## src/shared/ca_pkg.sv

```systemverilog
// Behaviour
// - Low byte read latches high byte snapshot
// - Counter reads never disturb counting
// - Wrap FFFF to 0000 sets overflow flag
// - Flags stay set until software clears
// - Idle-stop clear: count through CPU idle
// - Timebase select picks counter clock source
// - External timebases synchronised; input max quarter-rate
// - Flags always set; enabled flags raise request
// - Intermediate flag on overflow of bit 8-11
// - Channel mode decoded from mode bits
// - PWM width: 16-bit select or shared field
// - Comparator off: no toggle, PWM output 0
// - Reload select routes compare byte addresses
// - PWM match sets channel flag if enabled
// - Polarity bit inverts pin output immediately
// - Polarity never applied to capture inputs
// - Capture edge loads counter, sets flag
// - Software timer flags on counter equal compare
// - Low byte write clears, high sets comparator
// - Three independent channels with own pin
package ca_pkg;
   localparam int NCH = 3;
   // ***********************************
   // Register byte addresses
   // ***********************************
   localparam logic [7:0] A_CNT_LO = 8'h00;
   localparam logic [7:0] A_CNT_HI = 8'h04;
   localparam logic [7:0] A_MODE = 8'h08;
   localparam logic [7:0] A_CTRL = 8'h0C;
   localparam logic [7:0] A_PWM = 8'h10;
   localparam logic [7:0] A_POL = 8'h14;
   localparam logic [7:0] A_CH_BASE = 8'h20;
   localparam logic [7:0] A_CH_STRIDE = 8'h10;
   localparam logic [7:0] O_CH_MODE = 8'h00;
   localparam logic [7:0] O_CH_LO = 8'h04;
   localparam logic [7:0] O_CH_HI = 8'h08;
   // ***********************************
   // Field positions
   // ***********************************
   localparam int B_IDLE_STOP_CONTROL = 7;
   localparam int B_TBS = 1;
   localparam int B_ECF = 0;
   localparam int B_CF = 7;
   localparam int B_RUN = 6;
   localparam int B_RELOAD_SELECT = 7;
   localparam int B_INTERMEDIATE_OVERFLOW_ENABLE = 6;
   localparam int B_INTERMEDIATE_OVERFLOW_FLAG = 5;
   localparam int B_CYCLE_LENGTH_SELECT = 0;
   // ***********************************
   // Timebase codes and dividers
   // ***********************************
   localparam logic [2:0] TB_DIV12 = 3'h0;
   localparam logic [2:0] TB_DIV4 = 3'h1;
   localparam logic [2:0] TB_T0 = 3'h2;
   localparam logic [2:0] TB_ECI = 3'h3;
   localparam logic [2:0] TB_SYS = 3'h4;
   localparam logic [2:0] TB_XOSC = 3'h5;
   localparam logic [2:0] TB_LFO = 3'h6;
   localparam logic [3:0] DIV12_LAST = 4'hB;
   localparam logic [1:0] DIV4_LAST = 2'h3;
   localparam logic [2:0] OSC_LAST = 3'h7;
   localparam logic [15:0] CNT_MAX = 16'hFFFF;
   localparam logic [15:0] N8_BASE = 16'h0100;
   localparam logic [15:0] ONE16 = 16'h0001;
   // ***********************************
   // Carriers and state
   // ***********************************
   typedef struct packed {
      logic cyc;
      logic stb;
      logic we;
      logic [3:0] sel;
      logic [7:0] adr;
      logic [31:0] dat;
   } wb_req_t;
   typedef struct packed {
      logic ack;
      logic [31:0] dat;
   } wb_rsp_t;
   typedef struct packed {
      logic sixteen_bit_pwm_select;
      logic comparator_enable;
      logic rising_capture_enable;
      logic falling_capture_enable;
      logic match_flag_enable;
      logic toggle_enable;
      logic pwm;
      logic ecc;
   } chmode_t;
   typedef struct packed {
      chmode_t m;
      logic [15:0] cmp;
      logic [15:0] rld;
      logic out;
   } chan_t;
   typedef struct packed {
      logic [15:0] cnt;
      logic [7:0] snap;
      logic idle_stop_control;
      logic [2:0] tbs;
      logic ecf;
      logic cf;
      logic run;
      logic [NCH-1:0] ccf;
      logic reload_select;
      logic intermediate_overflow_enable;
      logic intermediate_overflow_flag;
      logic [1:0] cycle_length_select;
      logic [NCH-1:0] pol;
      chan_t [NCH-1:0] ch;
      logic [3:0] d12;
      logic [1:0] d4;
      logic [2:0] dx;
      logic [2:0] dl;
      logic ack;
      logic [31:0] dat;
   } state_t;
endpackage

```

## src/hdl/counter_array.sv

```systemverilog
// The Wishbone interface to the registers and the address map were chosen for this implementation.
module counter_array (
   input wire logic CLOCK,
   input wire logic RESET_N,
   input wire ca_pkg::wb_req_t WB_REQ,
   output ca_pkg::wb_rsp_t WB_RSP,
   input wire logic CPU_IDLE,
   input wire logic T0_OVF,
   input wire logic ECI_PIN,
   input wire logic XOSC_PIN,
   input wire logic LFO_PIN,
   input wire logic [ca_pkg::NCH-1:0] CH_IN,
   output logic [ca_pkg::NCH-1:0] CH_OUT,
   output logic [ca_pkg::NCH-1:0] CH_OE_N,
   output logic IRQ
);
   localparam int NCH = ca_pkg::NCH;
   localparam int SW = NCH + 3;
   ca_pkg::state_t s_q, s_d;
   logic [SW-1:0] lvl, rise, fall;
   logic req, wr, src, tick, ev_cf, ev_intermediate_overflow_flag;
   logic [NCH-1:0] ev_ccf, is_cap, is_swt, is_hso, is_fout, is_pwm;
   logic [15:0] nc, nmask, pmask;
   logic [7:0] wb8, ch_adr;

   // ***********************************
   // Pin synchronisers
   // ***********************************
   // Capture inputs are taken from the synchronised pin: polarity stays out of this path
   pin_sync #(.W(SW)) u_sync (
      .clock(CLOCK),
      .reset_n(RESET_N),
      .pin({LFO_PIN, XOSC_PIN, ECI_PIN, CH_IN}),
      .level(lvl),
      .rise(rise),
      .fall(fall)
   );

   // ***********************************
   // Mode decode
   // ***********************************
   always_comb begin
      for (int i = 0; i < NCH; i++) begin
         is_cap[i] = (s_q.ch[i].m.rising_capture_enable | s_q.ch[i].m.falling_capture_enable) & ~s_q.ch[i].m.match_flag_enable
                     & ~s_q.ch[i].m.toggle_enable & ~s_q.ch[i].m.pwm;
         is_swt[i] = s_q.ch[i].m.match_flag_enable & ~s_q.ch[i].m.toggle_enable & ~s_q.ch[i].m.pwm
                     & ~s_q.ch[i].m.rising_capture_enable & ~s_q.ch[i].m.falling_capture_enable;
         is_hso[i] = s_q.ch[i].m.match_flag_enable & s_q.ch[i].m.toggle_enable & ~s_q.ch[i].m.pwm;
         is_fout[i] = s_q.ch[i].m.toggle_enable & s_q.ch[i].m.pwm;
         is_pwm[i] = s_q.ch[i].m.pwm & ~s_q.ch[i].m.toggle_enable;
      end
   end

   // ***********************************
   // Timebase
   // ***********************************
   always_comb begin
      case (s_q.tbs)
         ca_pkg::TB_DIV12: src = (s_q.d12 == ca_pkg::DIV12_LAST);
         ca_pkg::TB_DIV4: src = (s_q.d4 == ca_pkg::DIV4_LAST);
         ca_pkg::TB_T0: src = T0_OVF;
         ca_pkg::TB_ECI: src = fall[NCH];
         ca_pkg::TB_SYS: src = 1'b1;
         ca_pkg::TB_XOSC: src = rise[NCH+1] & (s_q.dx == ca_pkg::OSC_LAST);
         ca_pkg::TB_LFO: src = rise[NCH+2] & (s_q.dl == ca_pkg::OSC_LAST);
         default: src = 1'b0;
      endcase
   end
   // Idle-stop only gates the count; the prescalers keep running
   assign tick = src & s_q.run & ~(s_q.idle_stop_control & CPU_IDLE);
   assign nc = s_q.cnt + ca_pkg::ONE16;
   assign nmask = (ca_pkg::N8_BASE << s_q.cycle_length_select) - ca_pkg::ONE16;

   // ***********************************
   // Bus decode
   // ***********************************
   assign req = WB_REQ.cyc & WB_REQ.stb & ~s_q.ack;
   assign wr = req & WB_REQ.we & WB_REQ.sel[0];
   assign wb8 = WB_REQ.dat[7:0];

   // ***********************************
   // Next state
   // ***********************************
   always_comb begin
      s_d = s_q;
      ev_cf = 1'b0;
      ev_intermediate_overflow_flag = 1'b0;
      ev_ccf = '0;
      pmask = '0;
      ch_adr = '0;
      s_d.d12 = (s_q.d12 == ca_pkg::DIV12_LAST) ? '0 : s_q.d12 + 4'h1;
      s_d.d4 = s_q.d4 + 2'h1;
      if (rise[NCH+1]) begin
         s_d.dx = s_q.dx + 3'h1;
      end
      if (rise[NCH+2]) begin
         s_d.dl = s_q.dl + 3'h1;
      end
      if (tick) begin
         s_d.cnt = nc;
         ev_cf = (s_q.cnt == ca_pkg::CNT_MAX);
         ev_intermediate_overflow_flag = ((s_q.cnt & nmask) == nmask);
      end
      // Channels
      for (int i = 0; i < NCH; i++) begin
         pmask = s_q.ch[i].m.sixteen_bit_pwm_select ? ca_pkg::CNT_MAX : nmask;
         if (is_cap[i] & ((s_q.ch[i].m.rising_capture_enable & rise[i]) | (s_q.ch[i].m.falling_capture_enable & fall[i]))) begin
            s_d.ch[i].cmp = s_q.cnt;
            ev_ccf[i] = 1'b1;
         end
         if (tick & s_q.ch[i].m.comparator_enable) begin
            if (is_swt[i] & (nc == s_q.ch[i].cmp)) begin
               ev_ccf[i] = 1'b1;
            end
            if (is_hso[i] & (nc == s_q.ch[i].cmp)) begin
               s_d.ch[i].out = ~s_q.ch[i].out;
               ev_ccf[i] = 1'b1;
            end
            if (is_fout[i]) begin
               if (nc[7:0] == s_q.ch[i].cmp[7:0]) begin
                  s_d.ch[i].out = ~s_q.ch[i].out;
                  s_d.ch[i].cmp[7:0] = s_q.ch[i].cmp[7:0] + s_q.ch[i].cmp[15:8];
               end
               if (s_q.ch[i].m.match_flag_enable & (nc == s_q.ch[i].cmp)) begin
                  ev_ccf[i] = 1'b1;
               end
            end
            if (is_pwm[i]) begin
               // Overflow edge first so a zero compare gives full duty
               if ((nc & pmask) == '0) begin
                  s_d.ch[i].out = 1'b0;
                  if (s_q.reload_select & ~s_q.ch[i].m.sixteen_bit_pwm_select) begin
                     s_d.ch[i].cmp = s_q.ch[i].rld;
                  end
               end
               if ((nc & pmask) == (s_q.ch[i].cmp & pmask)) begin
                  s_d.ch[i].out = 1'b1;
                  if (s_q.ch[i].m.match_flag_enable) begin
                     ev_ccf[i] = 1'b1;
                  end
               end
            end
         end
         if (is_pwm[i] & ~s_q.ch[i].m.comparator_enable) begin
            s_d.ch[i].out = 1'b0;
         end
      end
      // Bus access, acknowledged one cycle after it is taken
      s_d.ack = req;
      if (req) begin
         s_d.dat = '0;
         case (WB_REQ.adr)
            ca_pkg::A_CNT_LO: begin
               s_d.dat[7:0] = s_q.cnt[7:0];
               if (~WB_REQ.we) begin
                  s_d.snap = s_q.cnt[15:8];
               end
            end
            ca_pkg::A_CNT_HI: s_d.dat[7:0] = s_q.snap;
            ca_pkg::A_MODE: begin
               s_d.dat[ca_pkg::B_IDLE_STOP_CONTROL] = s_q.idle_stop_control;
               s_d.dat[ca_pkg::B_TBS +: 3] = s_q.tbs;
               s_d.dat[ca_pkg::B_ECF] = s_q.ecf;
            end
            ca_pkg::A_CTRL: begin
               s_d.dat[ca_pkg::B_CF] = s_q.cf;
               s_d.dat[ca_pkg::B_RUN] = s_q.run;
               s_d.dat[NCH-1:0] = s_q.ccf;
            end
            ca_pkg::A_PWM: begin
               s_d.dat[ca_pkg::B_RELOAD_SELECT] = s_q.reload_select;
               s_d.dat[ca_pkg::B_INTERMEDIATE_OVERFLOW_ENABLE] = s_q.intermediate_overflow_enable;
               s_d.dat[ca_pkg::B_INTERMEDIATE_OVERFLOW_FLAG] = s_q.intermediate_overflow_flag;
               s_d.dat[ca_pkg::B_CYCLE_LENGTH_SELECT +: 2] = s_q.cycle_length_select;
            end
            ca_pkg::A_POL: s_d.dat[NCH-1:0] = s_q.pol;
            default: s_d.dat = '0;
         endcase
         for (int i = 0; i < NCH; i++) begin
            ch_adr = ca_pkg::A_CH_BASE + 8'(i * ca_pkg::A_CH_STRIDE);
            if (WB_REQ.adr == ch_adr + ca_pkg::O_CH_MODE) begin
               s_d.dat[7:0] = s_q.ch[i].m;
            end
            if (WB_REQ.adr == ch_adr + ca_pkg::O_CH_LO) begin
               s_d.dat[7:0] = (s_q.reload_select & is_pwm[i] & ~s_q.ch[i].m.sixteen_bit_pwm_select)
                              ? s_q.ch[i].rld[7:0] : s_q.ch[i].cmp[7:0];
            end
            if (WB_REQ.adr == ch_adr + ca_pkg::O_CH_HI) begin
               s_d.dat[7:0] = (s_q.reload_select & is_pwm[i] & ~s_q.ch[i].m.sixteen_bit_pwm_select)
                              ? s_q.ch[i].rld[15:8] : s_q.ch[i].cmp[15:8];
            end
         end
      end
      if (wr) begin
         case (WB_REQ.adr)
            ca_pkg::A_CNT_LO: s_d.cnt[7:0] = wb8;
            ca_pkg::A_CNT_HI: s_d.cnt[15:8] = wb8;
            ca_pkg::A_MODE: begin
               s_d.idle_stop_control = wb8[ca_pkg::B_IDLE_STOP_CONTROL];
               s_d.tbs = wb8[ca_pkg::B_TBS +: 3];
               s_d.ecf = wb8[ca_pkg::B_ECF];
            end
            ca_pkg::A_CTRL: begin
               s_d.cf = wb8[ca_pkg::B_CF];
               s_d.run = wb8[ca_pkg::B_RUN];
               s_d.ccf = wb8[NCH-1:0];
            end
            ca_pkg::A_PWM: begin
               s_d.reload_select = wb8[ca_pkg::B_RELOAD_SELECT];
               s_d.intermediate_overflow_enable = wb8[ca_pkg::B_INTERMEDIATE_OVERFLOW_ENABLE];
               s_d.intermediate_overflow_flag = wb8[ca_pkg::B_INTERMEDIATE_OVERFLOW_FLAG];
               s_d.cycle_length_select = wb8[ca_pkg::B_CYCLE_LENGTH_SELECT +: 2];
            end
            ca_pkg::A_POL: s_d.pol = wb8[NCH-1:0];
            default: s_d.run = s_d.run;
         endcase
         for (int i = 0; i < NCH; i++) begin
            ch_adr = ca_pkg::A_CH_BASE + 8'(i * ca_pkg::A_CH_STRIDE);
            if (WB_REQ.adr == ch_adr + ca_pkg::O_CH_MODE) begin
               s_d.ch[i].m = wb8;
            end
            if (WB_REQ.adr == ch_adr + ca_pkg::O_CH_LO) begin
               if (s_q.reload_select & is_pwm[i] & ~s_q.ch[i].m.sixteen_bit_pwm_select) begin
                  s_d.ch[i].rld[7:0] = wb8;
               end else begin
                  s_d.ch[i].cmp[7:0] = wb8;
               end
               s_d.ch[i].m.comparator_enable = 1'b0;
            end
            if (WB_REQ.adr == ch_adr + ca_pkg::O_CH_HI) begin
               if (s_q.reload_select & is_pwm[i] & ~s_q.ch[i].m.sixteen_bit_pwm_select) begin
                  s_d.ch[i].rld[15:8] = wb8;
               end else begin
                  s_d.ch[i].cmp[15:8] = wb8;
               end
               s_d.ch[i].m.comparator_enable = 1'b1;
            end
         end
      end
      // Hardware sets win over a same-cycle software clear
      s_d.cf = s_d.cf | ev_cf;
      s_d.intermediate_overflow_flag = s_d.intermediate_overflow_flag | ev_intermediate_overflow_flag;
      s_d.ccf = s_d.ccf | ev_ccf;
   end

   always_ff @(posedge CLOCK or negedge RESET_N) begin
      if (!RESET_N) begin
         s_q <= '0;
      end else begin
         s_q <= s_d;
      end
   end

   // ***********************************
   // Outputs
   // ***********************************
   always_comb begin
      for (int i = 0; i < NCH; i++) begin
         CH_OUT[i] = s_q.ch[i].out ^ s_q.pol[i];
         CH_OE_N[i] = ~(is_hso[i] | is_fout[i] | is_pwm[i]);
      end
   end
   assign IRQ = (s_q.cf & s_q.ecf) | (s_q.intermediate_overflow_flag & s_q.intermediate_overflow_enable)
                | (|(s_q.ccf & {s_q.ch[2].m.ecc, s_q.ch[1].m.ecc, s_q.ch[0].m.ecc}));
   assign WB_RSP.ack = s_q.ack;
   assign WB_RSP.dat = s_q.dat;
endmodule

```

## src/hdl/pin_sync.sv

```systemverilog
module pin_sync #(
   parameter int W = 4
) (
   input wire logic clock,
   input wire logic reset_n,
   input wire logic [W-1:0] pin,
   output logic [W-1:0] level,
   output logic [W-1:0] rise,
   output logic [W-1:0] fall
);
   typedef struct packed {
      logic [W-1:0] s1;
      logic [W-1:0] s2;
      logic [W-1:0] s3;
      logic [W-1:0] lvl;
      logic [W-1:0] prv;
   } sync_t;
   sync_t s_q, s_d;
   // ***********************************
   // Three stages; a change counts once stage two and three agree
   // ***********************************
   always_comb begin
      s_d = s_q;
      s_d.s1 = pin;
      s_d.s2 = s_q.s1;
      s_d.s3 = s_q.s2;
      s_d.prv = s_q.lvl;
      for (int i = 0; i < W; i++) begin
         if (s_q.s2[i] == s_q.s3[i]) begin
            s_d.lvl[i] = s_q.s2[i];
         end
      end
   end
   always_ff @(posedge clock or negedge reset_n) begin
      if (!reset_n) begin
         s_q <= '0;
      end else begin
         s_q <= s_d;
      end
   end
   assign level = s_q.lvl;
   assign rise = s_q.lvl & ~s_q.prv;
   assign fall = ~s_q.lvl & s_q.prv;
endmodule

```

## config.mk

```make
export PLATFORM = sky130hd
export DESIGN_NAME = counter_array
export DESIGN_NICKNAME = d
export VERILOG_FILES = /design/src/shared/ca_pkg.sv /design/src/hdl/counter_array.sv /design/src/hdl/pin_sync.sv
export SDC_FILE = /design/constraint.sdc
export NUM_CORES = 1
export LEC_CHECK = 0
export BUFFER_PORTS_ARGS = -buffer_cell sky130_fd_sc_hd__buf_2
export CORE_MARGIN = 10
export CORE_UTILIZATION = 42
export DETAILED_ROUTE_END_ITERATION = 8
export HOLD_SLACK_MARGIN = 0.05
export SKIP_LAST_GASP = 1
export SLEW_MARGIN = 20
export SYNTH_ARGS = -nofsm -noshare
export SYNTH_HDL_FRONTEND = slang
export SYNTH_HIERARCHICAL = 1
export SYNTH_SLANG_ARGS = --single-unit
```

## constraint.sdc

```tcl
create_clock -name CLOCK -period 8.9 [get_ports CLOCK]
set_clock_uncertainty 0.05 [all_clocks]
set_input_delay 0.445 -clock CLOCK [delete_from_list [all_inputs] [get_ports CLOCK]]
set_output_delay 0.445 -clock CLOCK [all_outputs]
set_load 0.02 [all_outputs]
```

==> metrics.log <==
INFO  metric die_width = 203 µm
INFO  metric min-delay-start = u_sync/s_d[18]
INFO  metric hold_viol_final = 0
INFO  metric n_fill_cell = 3174
INFO  metric cts_h_tree_lvls = 1
INFO  metric cp_slowest_stage_delay = 870 ps
INFO  metric tritoncts = done
INFO  metric setup_repair_after_global_routing_missed_its_margin = no
INFO  metric io_pins = 97
INFO  metric synthCells = 1482
INFO  metric syn_to_final_growth = 10.6%
INFO  metric tritoncts_num_sinks = 216
INFO  metric setup_violations = 0
INFO  metric drtIter0Drc = 1555
INFO  metric antenna_found_initial = 0
INFO  metric max_slew_violations = 0
INFO  metric grt_pass1_vias = 11600
INFO  metric die_height = 203 µm
INFO  metric min_tclk_post_route = 4810 ps
INFO  metric gr-total-overflow = 0
INFO  metric placeableCoreArea = 0.0328 mm²
INFO  metric numCtsBuffers = 26
INFO  metric grt_start_max_net_pins = 100
INFO  metric place.port_buffers = 45
INFO  metric cts-root-buf = sky130_fd_sc_hd__clkbuf_16
INFO  metric critPathArrivalTime = 5160 ps
INFO  metric grt_pass1_wl = 74900 µm
INFO  metric antennaDiodeCount = 0
INFO  metric timing_worst_slew_pin_value = 1140 ps
INFO  metric clk_pin_slew = 60 ps
INFO  metric post-layout-total-power = 2.39 mW
INFO  metric outcome = finished, final reports clean
INFO  metric initial_utilization = 0.429
INFO  metric insertion_delay = 550 ps
INFO  metric setup.worst_path.start = s_q[196]
INFO  metric critical_path_class = reg2reg
INFO  metric hold_path.class = reg2reg
INFO  metric track_usage = 0.235
INFO  metric cells_traversed_along_the_worst_timing_path = nand3_1 > o31a_1 > nor2_1 > a22oi_1 > o21ai_0 > nand4_1 > mux2i_1 > o21ai_0
INFO  metric place.gp.congestion = 0.984
INFO  metric antenna_left = 0
INFO  metric viasPerCell = 6.12
INFO  metric resize_count_post_cts = 0
INFO  metric wire_per_inst = 25.6 µm
INFO  metric drt_drc_violations_left = 0
INFO  metric layout.cells.non_filler = 1949
INFO  metric floorplan.die_area = 0.0412 mm²
INFO  metric timing.critical_path.to_type = flip-flop
INFO  metric power_per_cell_area = 153 mW/mm²
INFO  metric worst_setup_path_start_kind = flip-flop
INFO  metric maxClockFrequency = 208 MHz
INFO  metric post_synth.cell_area_avg = 9.48 µm²
INFO  metric synth.yosys.warnings = 6
INFO  metric final_cell_mix = 216 x sky130_fd_sc_hd__dfrtp_1, 176 x sky130_fd_sc_hd__nand2_1, 126 x sky130_fd_sc_hd__mux2_2
INFO  metric post_cts.repair.setup_buffers = 0
INFO  metric layout_worst_path_cycle_share = 0.540
INFO  metric cpMostUsedCell = sky130_fd_sc_hd__o21ai_0
INFO  metric place.detailed.instances = 1898
INFO  metric dp_hpwl = 35200 µm
INFO  metric cp.required = 9250 ps
INFO  metric launching_point_of_the_worst_reg2reg_path = s_q[196]
INFO  metric dr.pass1.iters = 6
INFO  metric synthesis.area = 0.0141 mm²
INFO  metric timing.max_cap.violations = 0
INFO  metric num_rows = 66
INFO  metric design.final.nets = 1580
INFO  metric maxSlewHeadroom = 0.233
INFO  metric max-vdd-ir-drop = 159 µV
INFO  metric setup_total_negative_slack = 0 ps
INFO  metric layout_commonest_cell = sky130_fd_sc_hd__dfrtp_1
INFO  metric clock_path_buffers = 3
INFO  metric drt_wl_total = 49800 µm
INFO  metric routed-via-count = 11900
INFO  metric power.leakage = 6.65 nW
INFO  metric cp_max_fanout = 19
INFO  metric critical_path.slowest_cell = sky130_fd_sc_hd__dfrtp_1
INFO  metric layout-drive-gt1-share = 0.182
worst max-delay path: cells and delay by family, from the launching register on:
kind | cells | cell delay (ps)
AOI/OAI and AO/OA | 4 | 1400
muxes | 1 | 380
and+or+nand+nor | 3 | 1940
DFF | 1 | 870
per-stage QoR:
step / worst slack [ps] / instance area [µm²] / utilization / hold WS [ps]
after CTS: 4300 / 15500 / 0.474 / 299
after global placement: 4330 / 14600 / 0.445 / 284
after detailed placement: 4330 / 14600 / 0.445 / 287
after floorplan: 5470 / 14100 / - / 99.4
after global routing: 3880 / 15500 / 0.474 / 306
final: 4090 / 15500 / 0.474 / 297
power by group:
part	internal (mW)	switching (mW)	leakage [nW]	total, mW
Sequential	1.02	0.0433	2.78	1.07
Clock	0.653	0.439	0.424	1.09
Combinational	0.0893	0.137	3.45	0.227
Total	1.77	0.620	6.65	2.39
sequential cells by signal, summed over array words and instances, names as in the netlist:
register and flops:
u_sync/s_d 12, u_sync/s_q 12, s_q 177, WB_RSP 9, u_sync/level 6
worst paths after layout:
path	to	slack, ps	cells past startpoint
worst max-delay path	s_q[103]	4090	8
max in group asynchronous	s_q[41]	6300	4
worst max register to register	s_q[103]	4090	8
worst min register to register	u_sync/s_d[12]	300	0
worst min-delay path	u_sync/s_d[12]	300	0
min in group asynchronous	s_q[194]	430	2
final cells by class:
type / instances / area [µm²] / share of cell area
Multi-Input combinational cell: 1136 / 8070 / 0.519
Timing Repair Buffer: 82 / 531 / 0.0341
Inverter: 29 / 109 / 0.00700
Sequential cell: 216 / 5410 / 0.348
Clock inverter: 7 / 119 / 0.00765
Clock buffer: 37 / 762 / 0.0490
Tap cell: 442 / 553 / 0.0356
layer usage:
metal  wire, µm  up-vias  global-route usage  part of all wire
met2      22400      548               0.367              0.45
met5          0        -                   0                 0
met4       2360        0               0.102             0.047
met3       3910      110              0.0357             0.079
li1           -     5350                   -                 -
met1      21200     5926               0.317              0.43
repair_timing:
action                                 CTS  global route
hold buffers                             7             0
setup endpoints to repair                0             0
endpoints found under the hold margin  104             0
(Power assumes the default switching activity.)
